### src/logic/bpi_map.vh
// Constants for the burst pseudo-static memory pin interface.
// How it works
// [RQ1] Controller gives a refresh opportunity within every 4 us of select low.
// [RQ2] Opportunity is a clocked select deassert or select high over 15 ns.
// [RQ3] Select may stay low between bursts; new burst accepted within limit.
// [RQ4] Refresh collision on variable read stretches wait up to twice latency.
// [RQ5] Controller suspends a read burst by holding burst clock without rises.
// [RQ6] Suspended read with output strobe low keeps last word on all lines.
// [RQ7] At row end with wrap off controller deasserts select within 2 or 3 clocks.
// [RQ8] Burst writes assert wait for exactly latency-code cycles in both modes; code 0 gives one cycle here.
// [RQ9] Latency code comes from configuration bits 13 to 11.
// [RQ10] Variable latency code 2 without collision gives four-clock first data.
// [RQ11] Fixed latency delay equals code plus one clock.
// [RQ12] Controller meets address setup only if select setup exceeds 20 ns.
// [RQ13] Controller waits at least 150 us in deep sleep before exiting.
// [RQ14] Leaving deep sleep needs select held low at least 10 us.
// [RQ15] Device initialises within 150 us; controller waits before accessing.
// [RQ16] Write strobe low at burst start marks a write burst.
// [RQ17] Controller deasserts select between async and variable-latency bursts.
// [RQ18] In synchronous mode controller holds select high 5 ns between async cycles.
// [RQ19] Controller counts select low time and forces deassertion before 4 us.
`ifndef BPI_MAP_VH
`define BPI_MAP_VH

// Configuration field positions.
`define BPI_CFG_LAT_MSB     13
`define BPI_CFG_LAT_LSB     11
`define BPI_CFG_VAR_LAT     14
`define BPI_CFG_WAIT_POL    10
`define BPI_CFG_WAIT_EARLY  8
`define BPI_CFG_WRAP_OFF    3

// Timing figures in nanoseconds and the reference clock period.
`define BPI_REF_CLK_NS      10
`define BPI_T_SEL_MAX_NS    4000
`define BPI_T_SLEEP_MIN_NS  150000
`define BPI_T_WAKE_MIN_NS   10000
`define BPI_T_INIT_MAX_NS   150000

`endif

### src/logic/bpi_fifo2.v
// Two-entry buffer with valid and ready on both sides.
module bpi_fifo2 #(
	parameter WIDTH = 16
) (
	// Clock and reset.
	input  wire             i_ref_clk,
	input  wire             i_rstn,
	input  wire             i_clear,
	// Filling side.
	input  wire             i_valid,
	output wire             o_ready,
	input  wire [WIDTH-1:0] i_data,
	// Draining side.
	output wire             o_valid,
	input  wire             i_ready,
	output wire [WIDTH-1:0] o_data
);
	reg [WIDTH-1:0] head_reg;
	reg [WIDTH-1:0] tail_reg;
	reg [1:0]       count_reg;
	wire            push;
	wire            pop;

	// Full at two words, so the source sees back-pressure honestly.
	assign o_ready = (count_reg != 2'h2);
	assign o_valid = (count_reg != 2'h0);
	assign o_data  = head_reg;
	assign push    = i_valid & o_ready;
	assign pop     = o_valid & i_ready;

	// Head always holds the oldest word; the tail only backs it up.
	always @(posedge i_ref_clk) begin
		if (!i_rstn || i_clear) begin
			count_reg <= 2'h0;
			head_reg  <= {WIDTH{1'b0}};
			tail_reg  <= {WIDTH{1'b0}};
		end else if (push && !pop) begin
			if (count_reg == 2'h0)
				head_reg <= i_data;
			else
				tail_reg <= i_data;
			count_reg <= count_reg + 2'h1;
		end else if (pop && !push) begin
			head_reg  <= tail_reg;
			count_reg <= count_reg - 2'h1;
		end else if (pop && push) begin
			if (count_reg == 2'h1) begin
				head_reg <= i_data;
			end else begin
				head_reg <= tail_reg;
				tail_reg <= i_data;
			end
		end
	end
endmodule

### src/logic/bpi_burst_if.v
// Device-side burst read and write engine behind the memory pins.
`include "bpi_map.vh"
module bpi_burst_if #(
	parameter ADDR_W   = 22,
	parameter DATA_W   = 16,
	parameter ROW_W    = 7,
	parameter TIMER_W  = 24,
	parameter INIT_CYC = `BPI_T_INIT_MAX_NS / `BPI_REF_CLK_NS,
	parameter SLEEP_CYC =
		(`BPI_T_SLEEP_MIN_NS + `BPI_REF_CLK_NS - 1) / `BPI_REF_CLK_NS
) (
	// Clock and reset.
	input  wire              i_ref_clk,
	input  wire              i_rstn,
	// Memory pins driven by the controller.
	input  wire              i_burst_clk,
	input  wire              i_select_n,
	input  wire              i_addr_latch_n,
	input  wire              i_write_n,
	input  wire              i_output_n,
	input  wire [ADDR_W-1:0] i_addr,
	// Two-way data lines and the wait pin.
	input  wire [DATA_W-1:0] i_dq,
	output wire [DATA_W-1:0] o_dq,
	output wire              o_dq_oe,
	output wire              o_wait,
	output wire              o_wait_oe,
	// Configuration and status.
	input  wire [15:0]       i_bus_config,
	input  wire              i_refresh_busy,
	input  wire              i_deep_sleep_req,
	output wire              o_init_done,
	output wire              o_deep_sleep,
	output wire              o_select_overrun,
	output wire              o_refresh_window,
	// Read stream from the core array.
	output wire              o_core_rd_start,
	output wire [ADDR_W-1:0] o_core_rd_addr,
	input  wire              i_core_rd_valid,
	output wire              o_core_rd_ready,
	input  wire [DATA_W-1:0] i_core_rd_data,
	// Write stream to the core array.
	output wire              o_core_wr_valid,
	input  wire              i_core_wr_ready,
	output wire [ADDR_W-1:0] o_core_wr_addr,
	output wire [DATA_W-1:0] o_core_wr_data
);
	localparam SW = 5 + ADDR_W + DATA_W;
	localparam [TIMER_W-1:0] SEL_MAX_CYC =
		`BPI_T_SEL_MAX_NS / `BPI_REF_CLK_NS;
	localparam [TIMER_W-1:0] WAKE_CYC =
		(`BPI_T_WAKE_MIN_NS + `BPI_REF_CLK_NS - 1) / `BPI_REF_CLK_NS;
	localparam [TIMER_W-1:0] INIT_LIM  = INIT_CYC;
	localparam [TIMER_W-1:0] SLEEP_LIM = SLEEP_CYC;
	localparam [2:0] ST_INIT   = 3'h0;
	localparam [2:0] ST_IDLE   = 3'h1;
	localparam [2:0] ST_LAT    = 3'h2;
	localparam [2:0] ST_DATA   = 3'h3;
	localparam [2:0] ST_ROWEND = 3'h4;
	localparam [2:0] ST_SLEEP  = 3'h5;

	reg  [SW-1:0]      sync1_reg;
	reg  [SW-1:0]      sync2_reg;
	reg  [SW-1:0]      sync3_reg;
	reg  [SW-1:0]      filt_reg;
	reg                clk_prev_reg;
	reg  [2:0]         state_reg;
	reg  [2:0]         state_next;
	reg  [4:0]         cnt_reg;
	reg  [4:0]         cnt_next;
	reg                write_reg;
	reg                write_next;
	reg  [ADDR_W-1:0]  addr_reg;
	reg  [ADDR_W-1:0]  addr_next;
	reg  [ADDR_W-1:0]  start_addr_reg;
	reg                rd_start_reg;
	reg  [DATA_W-1:0]  dq_out_reg;
	reg                dq_valid_reg;
	reg  [TIMER_W-1:0] timer_reg;
	reg  [TIMER_W-1:0] sel_cnt_reg;
	reg                overrun_reg;
	reg                rd_pop;
	reg                wr_push;

	wire               f_clk;
	wire               f_sel_n;
	wire               f_latch_n;
	wire               f_write_n;
	wire               f_out_n;
	wire [ADDR_W-1:0]  f_addr;
	wire [DATA_W-1:0]  f_dq;
	wire               rise;
	wire               sel;
	wire               start;
	wire [2:0]         lat_code;
	wire               var_lat;
	wire [4:0]         rd_delay;
	wire [4:0]         rd_load;
	wire [4:0]         wr_load;
	wire               row_last;
	wire               rd_valid;
	wire [DATA_W-1:0]  rd_data;
	wire               wr_ready;
	wire               wait_act;

	assign {f_clk, f_sel_n, f_latch_n, f_write_n, f_out_n, f_addr, f_dq} =
		filt_reg;

	// Pins pass three flops; a bit changes once stages two and three agree.
	always @(posedge i_ref_clk) begin
		if (!i_rstn) begin
			sync1_reg    <= {SW{1'b0}};
			sync2_reg    <= {SW{1'b0}};
			sync3_reg    <= {SW{1'b0}};
			filt_reg     <= {SW{1'b0}};
			clk_prev_reg <= 1'b0;
		end else begin
			sync1_reg    <= {i_burst_clk, i_select_n, i_addr_latch_n,
				i_write_n, i_output_n, i_addr, i_dq};
			sync2_reg    <= sync1_reg;
			sync3_reg    <= sync2_reg;
			filt_reg     <= (sync2_reg & sync3_reg) |
				(filt_reg & (sync2_reg | sync3_reg));
			clk_prev_reg <= f_clk;
		end
	end

	assign rise     = f_clk & ~clk_prev_reg;
	assign sel      = ~f_sel_n;
	assign lat_code = i_bus_config[`BPI_CFG_LAT_MSB:`BPI_CFG_LAT_LSB]; // see [RQ9]
	assign var_lat  = i_bus_config[`BPI_CFG_VAR_LAT];

	// Variable code 2 gives four clocks; fixed gives code plus one.
	assign rd_delay = var_lat ? {2'b00, lat_code} + 5'h02 // see [RQ10]
		: {2'b00, lat_code} + 5'h01; // see [RQ11]
	// A pending refresh doubles the variable read latency.
	assign rd_load = (var_lat && i_refresh_busy) ?
		{rd_delay[3:0], 1'b0} - 5'h01 : rd_delay - 5'h01; // see [RQ4]
	// Writes hold wait for the bare code (one clock for code 0), whatever the mode.
	assign wr_load = (lat_code == 3'h0) ? 5'h01 : {2'b00, lat_code}; // see [RQ8]

	// A new latch strobe with select low restarts the burst at once.
	assign start = rise & sel & ~f_latch_n &
		(state_reg != ST_INIT) & (state_reg != ST_SLEEP); // see [RQ3]
	assign row_last = i_bus_config[`BPI_CFG_WRAP_OFF] &
		(&addr_reg[ROW_W-1:0]);

	// Burst sequencing; latency countdown and data steps are paced by burst clock rises.
	always @* begin
		state_next = state_reg;
		cnt_next   = cnt_reg;
		write_next = write_reg;
		addr_next  = addr_reg;
		rd_pop     = 1'b0;
		wr_push    = 1'b0;
		case (state_reg)
		ST_INIT: begin
			if (timer_reg >= INIT_LIM) // see [RQ15]
				state_next = ST_IDLE;
		end
		ST_SLEEP: begin
			if (timer_reg >= SLEEP_LIM && sel_cnt_reg >= WAKE_CYC)
				state_next = ST_INIT; // see [RQ13] [RQ14]
		end
		ST_IDLE: begin
			if (i_deep_sleep_req && !sel)
				state_next = ST_SLEEP;
		end
		ST_LAT: begin
			if (rise && cnt_reg <= 5'h01) begin
				state_next = ST_DATA;
				rd_pop     = ~write_reg & rd_valid;
			end else if (rise) begin
				cnt_next = cnt_reg - 5'h01;
			end
		end
		ST_DATA: begin
			if (rise) begin
				rd_pop  = ~write_reg & rd_valid;
				wr_push = write_reg & wr_ready;
				if (rd_pop || wr_push) begin
					addr_next = addr_reg + {{(ADDR_W-1){1'b0}}, 1'b1};
					if (row_last)
						state_next = ST_ROWEND;
				end
			end
		end
		ST_ROWEND: begin
			state_next = ST_ROWEND;
		end
		default: begin
			state_next = ST_IDLE;
		end
		endcase
		// Select high ends any burst; a latch strobe starts a new one.
		if (!sel && state_reg >= ST_LAT && state_reg <= ST_ROWEND)
			state_next = ST_IDLE;
		if (start) begin
			state_next = ST_LAT;
			write_next = ~f_write_n; // see [RQ16]
			addr_next  = f_addr;
			cnt_next   = f_write_n ? rd_load : wr_load;
			rd_pop     = 1'b0;
			wr_push    = 1'b0;
		end
	end

	// State, counters and the held output word.
	always @(posedge i_ref_clk) begin
		if (!i_rstn) begin
			state_reg      <= ST_INIT;
			cnt_reg        <= 5'h00;
			write_reg      <= 1'b0;
			addr_reg       <= {ADDR_W{1'b0}};
			start_addr_reg <= {ADDR_W{1'b0}};
			rd_start_reg   <= 1'b0;
			dq_out_reg     <= {DATA_W{1'b0}};
			dq_valid_reg   <= 1'b0;
			timer_reg      <= {TIMER_W{1'b0}};
			sel_cnt_reg    <= {TIMER_W{1'b0}};
			overrun_reg    <= 1'b0;
		end else begin
			state_reg    <= state_next;
			cnt_reg      <= cnt_next;
			write_reg    <= write_next;
			addr_reg     <= addr_next;
			rd_start_reg <= start & f_write_n;
			if (start)
				start_addr_reg <= f_addr;
			// A stopped clock pops nothing, so the last word stays driven.
			if (rd_pop) begin
				dq_out_reg   <= rd_data; // see [RQ6]
				dq_valid_reg <= 1'b1;
			end else if (start || !sel) begin
				dq_valid_reg <= 1'b0;
			end
			// One timer serves both power-up and deep sleep residency.
			if (state_next != state_reg)
				timer_reg <= {TIMER_W{1'b0}};
			else if (timer_reg != {TIMER_W{1'b1}})
				timer_reg <= timer_reg + {{(TIMER_W-1){1'b0}}, 1'b1};
			// Select-low time, saturating so a stuck select cannot wrap.
			if (!sel)
				sel_cnt_reg <= {TIMER_W{1'b0}};
			else if (sel_cnt_reg != {TIMER_W{1'b1}})
				sel_cnt_reg <= sel_cnt_reg + {{(TIMER_W-1){1'b0}}, 1'b1};
			// Flags a controller that starved refresh; clears on select high.
			if (!sel)
				overrun_reg <= 1'b0;
			else if (sel_cnt_reg >= SEL_MAX_CYC && state_reg != ST_SLEEP)
				overrun_reg <= 1'b1; // see [RQ1] [RQ19]
		end
	end

	// Read words prefetched from the core; a restart flushes stale ones.
	// The flush also covers the cycle after the start, because the core
	// may still hand over one word of the old stream before it sees the
	// start pulse.
	bpi_fifo2 #(
		.WIDTH (DATA_W)
	) u_rd_buf (
		.i_ref_clk (i_ref_clk),
		.i_rstn    (i_rstn),
		.i_clear   (start | rd_start_reg),
		.i_valid   (i_core_rd_valid),
		.o_ready   (o_core_rd_ready),
		.i_data    (i_core_rd_data),
		.o_valid   (rd_valid),
		.i_ready   (rd_pop),
		.o_data    (rd_data)
	);

	// Written words wait here if the core stalls; wait then holds the bus.
	bpi_fifo2 #(
		.WIDTH (ADDR_W + DATA_W)
	) u_wr_buf (
		.i_ref_clk (i_ref_clk),
		.i_rstn    (i_rstn),
		.i_clear   (1'b0),
		.i_valid   (wr_push),
		.o_ready   (wr_ready),
		.i_data    ({addr_reg, f_dq}),
		.o_valid   (o_core_wr_valid),
		.i_ready   (i_core_wr_ready),
		.o_data    ({o_core_wr_addr, o_core_wr_data})
	);

	// Wait covers latency, row end and any buffer stall; the early option
	// releases it one clock ahead of first data.
	assign wait_act = (state_reg == ST_LAT &&
			!(i_bus_config[`BPI_CFG_WAIT_EARLY] && cnt_reg <= 5'h01)) ||
		(state_reg == ST_ROWEND) || // see [RQ7]
		(state_reg == ST_DATA && !write_reg && !rd_valid) ||
		(state_reg == ST_DATA && write_reg && !wr_ready);
	assign o_wait    = wait_act ^ ~i_bus_config[`BPI_CFG_WAIT_POL];
	assign o_wait_oe = sel & (state_reg != ST_SLEEP) &
		(state_reg != ST_INIT);
	assign o_dq      = dq_out_reg;
	assign o_dq_oe   = sel & ~f_out_n & ~write_reg & dq_valid_reg &
		((state_reg == ST_DATA) || (state_reg == ST_ROWEND));

	// Status and core-side request outputs.
	assign o_init_done      = (state_reg != ST_INIT);
	assign o_deep_sleep     = (state_reg == ST_SLEEP);
	assign o_select_overrun = overrun_reg;
	assign o_refresh_window = ~sel; // see [RQ2]
	assign o_core_rd_start  = rd_start_reg;
	assign o_core_rd_addr   = start_addr_reg;
endmodule

### config.mk
export PLATFORM = sky130hd
export DESIGN_NAME = bpi_burst_if
export DESIGN_NICKNAME = d
export VERILOG_FILES = /design/src/logic/bpi_fifo2.v /design/src/logic/bpi_burst_if.v
export VERILOG_INCLUDE_DIRS = /design/src /design/src/logic
export SDC_FILE = /design/constraint.sdc
export NUM_CORES = 1
export LEC_CHECK = 0
export CORE_ASPECT_RATIO = 0.5
export CORE_MARGIN = 3
export CORE_UTILIZATION = 60
export CTS_BUF_LIST = sky130_fd_sc_hd__clkbuf_2 sky130_fd_sc_hd__clkbuf_4 sky130_fd_sc_hd__clkbuf_8
export CTS_CLUSTER_DIAMETER = 80
export CTS_CLUSTER_SIZE = 25
export DETAILED_ROUTE_END_ITERATION = 7
export DONT_BUFFER_PORTS = 1
export PLACE_DENSITY = 0.75
export SLEW_MARGIN = 25
export SYNTH_ARGS = -nofsm -noshare
export SYNTH_HDL_FRONTEND = slang
export SYNTH_HIERARCHICAL = 1
export SYNTH_SLANG_ARGS = --single-unit
### constraint.sdc
create_clock -name i_ref_clk -period 10.25 [get_ports i_ref_clk]
set_clock_uncertainty 0.2 [all_clocks]
set_input_delay 2.05 -clock i_ref_clk [delete_from_list [all_inputs] [get_ports i_ref_clk]]
set_output_delay 2.05 -clock i_ref_clk [all_outputs]
set_load 0.005 [all_outputs]
==> results of run 1 <==
metrics by stage:
stage	cells	setup WS [ps]	total power [mW]
5_1_grt	2095	5160	2.56
3_3_place_gp	2070	4950	1.83
3_5_place_dp	2071	4820	1.84
2_1_floorplan	1806	5520	1.82
4_1_cts	2093	5310	2.48
6_report	2095	5310	2.46
critical path, cell delays in order:
cell and delay [ps]:
nand3_1 60, a31oi_1 200, xor2_1 370
layout make-up:
class / count / area [sq um] / share of cell area
Antenna cell: 2 / 5.00 / 0.000294
Clock buffer: 20 / 275 / 0.0162
Clock inverter: 2 / 28.8 / 0.00169
Inverter: 32 / 121 / 0.00713
Multi-Input combinational cell: 1245 / 7870 / 0.463
Sequential cell: 405 / 8110 / 0.476
Tap cell: 374 / 468 / 0.0275
Timing Repair Buffer: 15 / 140 / 0.00823
cells in the final DEF, fill, tap and decap left out, types with 5 or more instances in the layout:
master	instances
dfxtp_1	405
ha_1	25
nor2_1	79
a311oi_2	10
o21ai_0	113
a311oi_1	8
and3_1	23
o31ai_1	39
buf_4	12
nand3b_1	54
or3_1	11
nor3_1	32
o211ai_1	7
o2111ai_1	18
nand2b_1	9
nor3_2	20
a21oi_1	120
clkbuf_8	20
o21ai_1	5
inv_1	29
and4_1	7
nor4_1	10
xor2_1	30
mux2i_1	63
and2_1	136
xnor2_1	28
o41ai_1	17
a31oi_1	45
nand4_1	13
nand3_1	32
nand2_1	219
per-layer routing:
layer,vias up,track usage
met1,6069,0.352
met2,465,0.404
met4,4,0.0615
li1,6147,-
met3,63,0.0646
met5,-,0
where the power goes:
part	switching (mW)	internal [mW]
Sequential	0.0224	1.62
Clock	0.459	0.187
Combinational	0.110	0.0633
Total	0.592	1.87
path summary, 6_finish.rpt:
check / from / to / depth (start not counted) / slack, ps
worst max-delay path: i_bus_config[8] / o_wait / 3 / 5310
worst min-delay path: sync1_reg[5] / sync2_reg[5] / 1 / 250
worst max register to register: cnt_reg[0] / u_rd_buf/tail_reg[1] / 13 / 5480
worst min register to register: sync1_reg[5] / sync2_reg[5] / 1 / 250
cells by family after synthesis:
family | synth area share
AND/OR/NAND/NOR | 0.220
AO/OA/AOI/OAI | 0.161
flip-flops | 0.487
buffers and inverters | 0.0428
multiplexers | 0.0379
XOR/XNOR | 0.0315
adder cells (fa/ha/maj) | 0.0188
other | 0.000225
==> results_dict.tcl, run 1 <==
set metrics [dict create \
    post-cts-setup-buffer-count 0 \
    core_area_sq_um 26900 \
    maxClockFrequency_ghz 0.203 \
    tightest_slew_ps 859 \
    cp_data_arrival_time_ps 2690 \
    critical_path.max_fanout 1 \
    synthDistinctLibCells 79 \
    postSynth.asyncResetShare 0 \
    drtPass1Iterations 7 \
    synth_common_cells "405 x dfxtp_1, 219 x nand2_1, 136 x and2_1" \
    finalInstanceArea_sq_um 17000 \
    post_route_clock_period_utilization 0.482 \
    holdWs_ps 248 \
    clkSinkCount 405 \
    gp_congestion 0.897 \
    timing.setup.critical_path_class "in -> out" \
    first_global_vias 11900 \
    layout_utilization 0.634 \
    cts_tree "yes" \
    cts-htree-levels 1 \
    syn_area_cell_sq_um 9.21 \
    drt-vias-per-instance 6.08 \
    yosys.cell_count.top_type "dfxtp_1" \
    design.die.area_sq_um 29900 \
    drt-met1-wl_microns 17200 \
    timing.final.max_slew_violations 0 \
    die_w_microns 241 \
    remaining_drc_errors 0 \
    number_of_synthesized_register_bits 405 \
    power_density_nw_per_um2 145 \
    yosys.area.top_type_share 0.487 \
    core.rowCount 42 \
    finalWorstPathRequiredPeriod_ps 4940 \
    grt_first_pass_wirelength_microns 61800 \
    worst_setup_path_end_kind "primary output" \
    gr-usage-all-layers 0.255 \
    max-slew-margin-rel 0.427 \
    grt_setup_unrepaired "false" \
    max-cap-violations 0 \
    routed-via-count 12700 \
    met2WireLength_microns 17400 \
    cts.hold.buffers_added 0 \
    worst-endpoint-required_ps 8000 \
    detailed_place_hpwl_microns 26300 \
    wl_microns 38900 \
    die_span_in_y_microns 124 \
    drt_iter0_drc 1220 \
    placement_stage_cell_area_sq_um 16700 \
    layout.nets 1825 \
    timing.critical_path.from_type "input pin" \
    post_drt_wl_per_cell_microns 18.6 \
    max-vdd-ir-drop_mv 0.0888 \
    leading_register_cell_type_out_of_synthesis "dfxtp_1" \
    worst_skew_pair_latency_ps 600 \
    syn_to_final_growth_pct 2.32 \
    post_synth_main_area_contributors "dfxtp_1 49%, and2_1 5.1%, nand2_1 4.9%" \
    netlist_area_sq_um 16600 \
    floorplan.initialDensity 0.619 \
    top_layer_used "met5" \
    antenna_violations_before_repair 4 \
    met3RoutedLength_microns 3380 \
    clock_buffers_created_by_tritoncts 20 \
    post_synth_inst_count 1805 \
    synth_edf_count 0 \
    post_route_setup_tns_ps 0 \
    max-clock-path-buffers 3 \
    worstHoldPathType "reg -> reg" \
    clock-root-buffer "clkbuf_8" \
    synth.yosys.warnings 6 \
    finalHoldViolCount 0 \
    largest_net_degree_at_the_start_of_global_routing 143 \
    io_buffers 0 \
    post_cts_resized 0 \
    synth_seq_area_share 0.487 \
    n_fill_cell 2208 \
    grt.overflow.total 0 \
    final-setup-viol-count 0 \
    ioPinCount 167 \
    outcome "completed" \
    drive_above_1_share 0.0529 \
    power.static_leakage_nw 5.89 \
    clkSlewWorstSetupHoldPaths_ps 120 \
    route.antenna.remaining_nets 0 \
    cell_type_contributing_the_most_total_cell_area_after_synthesis "dfxtp_1" \
]
(Power assumes the default switching activity.)
==> inputs of run 2 (changes only) <==
--- a/config.mk
+++ b/config.mk
@@ -8,13 +8,13 @@
 export LEC_CHECK = 0
 export CORE_ASPECT_RATIO = 0.5
 export CORE_MARGIN = 3
-export CORE_UTILIZATION = 60
+export CORE_UTILIZATION = 59
 export CTS_BUF_LIST = sky130_fd_sc_hd__clkbuf_2 sky130_fd_sc_hd__clkbuf_4 sky130_fd_sc_hd__clkbuf_8
 export CTS_CLUSTER_DIAMETER = 80
 export CTS_CLUSTER_SIZE = 25
 export DETAILED_ROUTE_END_ITERATION = 7
 export DONT_BUFFER_PORTS = 1
-export PLACE_DENSITY = 0.75
+export PLACE_DENSITY = 0.77
 export SLEW_MARGIN = 25
 export SYNTH_ARGS = -nofsm -noshare
 export SYNTH_HDL_FRONTEND = slang
==> constraint.sdc (replaced) <==
create_clock -name i_ref_clk -period 4.3 [get_ports i_ref_clk]
set_clock_uncertainty 0.2 [all_clocks]
set_input_delay 0.86 -clock i_ref_clk [delete_from_list [all_inputs] [get_ports i_ref_clk]]
set_output_delay 0.86 -clock i_ref_clk [all_outputs]
set_load 0.005 [all_outputs]
==> results_dict.tcl, run 2 (synthesized netlist as in run 1, its figures left out) <==
set metrics [dict create \
    met2WireLength_microns 17600 \
    max-vdd-ir-drop_mv 0.192 \
    timing.setup.critical_path_class "reg -> reg" \
    route.antenna.remaining_nets 0 \
    post-cts-setup-buffer-count 0 \
    post_route_clock_period_utilization 0.886 \
    finalWorstPathRequiredPeriod_ps 3810 \
    wl_microns 38100 \
    drive_above_1_share 0.0573 \
    design.die.area_sq_um 30400 \
    remaining_drc_errors 0 \
    core_area_sq_um 27100 \
    maxClockFrequency_ghz 0.263 \
    cts_tree "yes" \
    die_span_in_y_microns 125 \
    cts-htree-levels 1 \
    drtPass1Iterations 5 \
    cp_data_arrival_time_ps 4140 \
    logic_depth_of_the_worst_register_to_register_path 10 \
    grt.overflow.total 0 \
    post_drt_wl_per_cell_microns 18.1 \
    worst-endpoint-required_ps 4630 \
    io_buffers 0 \
    timing.hold.worst_path_depth 1 \
    seqCellArea_sq_um 8110 \
    timing.final.max_slew_violations 0 \
    met3RoutedLength_microns 2950 \
    max-clock-path-buffers 3 \
    first_global_vias 11900 \
    grt_setup_unrepaired "false" \
    routed-via-count 12700 \
    n_fill_cell 2236 \
    post_cts_resized 0 \
    post_route_setup_tns_ps 0 \
    ioPinCount 167 \
    drt_iter0_drc 1109 \
    final-setup-viol-count 0 \
    layout.nets 1835 \
    drt-met1-wl_microns 16800 \
    power.static_leakage_nw 5.94 \
    clock_buffers_created_by_tritoncts 20 \
    report.power.total_mw 5.89 \
    layout_commonest_cell "dfxtp_1" \
    gp_congestion 0.867 \
    multi_input_comb_area_sq_um 7870 \
    detailed_place_hpwl_microns 25500 \
    grt_first_pass_wirelength_microns 61600 \
    gr-usage-all-layers 0.241 \
    max-slew-margin-rel 0.390 \
    clkSinkCount 405 \
    syn_to_final_growth_pct 2.79 \
    critical_path.max_fanout 38 \
    mostFrequentLayoutCells "405 x dfxtp_1, 219 x nand2_1, 136 x and2_1" \
    core.rowCount 42 \
    largest_net_degree_at_the_start_of_global_routing 143 \
    cts.hold.buffers_added 0 \
    die_w_microns 243 \
    max-cap-violations 0 \
    clock-root-buffer "clkbuf_8" \
    timing.critical_path.from_type "flip-flop" \
    clkSlewWorstSetupHoldPaths_ps 150 \
    drt-vias-per-instance 6.04 \
    tightest_slew_ps 915 \
    finalHoldViolCount 0 \
    worst_skew_pair_latency_ps 600 \
    worst_setup_path_end_kind "flip-flop" \
    outcome "completed" \
    floorplan.initialDensity 0.615 \
    power_density_nw_per_um2 344 \
    top_layer_used "met5" \
    worstHoldPathType "in -> reg" \
    antenna_violations_before_repair 8 \
]
==> run 2: metrics by stage <==
step / setup WS, ps / hold slack (ps) / util / area (sq um) / instances
global placement: 619 / 216 / 0.620 / 16800 / 2081
global route: 258 / 137 / 0.632 / 17100 / 2104
finish: 492 / 175 / 0.632 / 17100 / 2106
floorplan: 376 / 212 / - / 16600 / 1806
detailed placement: 554 / 217 / 0.620 / 16800 / 2081
CTS: 501 / 145 / 0.631 / 17100 / 2103
==> run 2: critical path: stages (launching register included) <==
cell      delay (ps)
dfxtp_1          490
xnor2_1          510
a211oi_4         180
nor3_1           500
nand2_1          190
inv_1            150
ha_1             590
nand2b_1         190
a21oi_4          180
buf_12           270
mux2i_1          240
==> run 2: cell type report <==
| cell class | instances | share of cell area |
|---|---|---|
| clock inverter | 1 | 0.00117 |
| sequential | 405 | 0.474 |
| clock buffer | 21 | 0.0169 |
| inverter | 32 | 0.00710 |
| antenna | 3 | 0.000439 |
| multi-input combinational | 1245 | 0.460 |
| tap | 374 | 0.0274 |
| timing repair buffer | 25 | 0.0127 |
==> run 2: layer usage <==
metal,GRT usage,up-vias
met5,0,-
met4,0.0449,10
met3,0.0622,54
met2,0.397,358
met1,0.323,6126
li1,-,6163
==> run 2: final timing paths <==
kind	startpoint	to	slack (ps)
setup / recovery	state_reg[2]	u_wr_buf/tail_reg[22]	490
setup reg to reg	state_reg[2]	u_wr_buf/tail_reg[22]	490
hold reg to reg	sync1_reg[9]	sync2_reg[9]	240
hold / removal	i_addr[17]	sync1_reg[33]	180
==> run 2: power by group <==
group | switching [mW] | total (mW) | internal [mW]
combinational | 0.260 | 0.414 | 0.154
sequential | 0.0537 | 3.91 | 3.86
clock | 1.10 | 1.56 | 0.460
total | 1.42 | 5.89 | 4.47
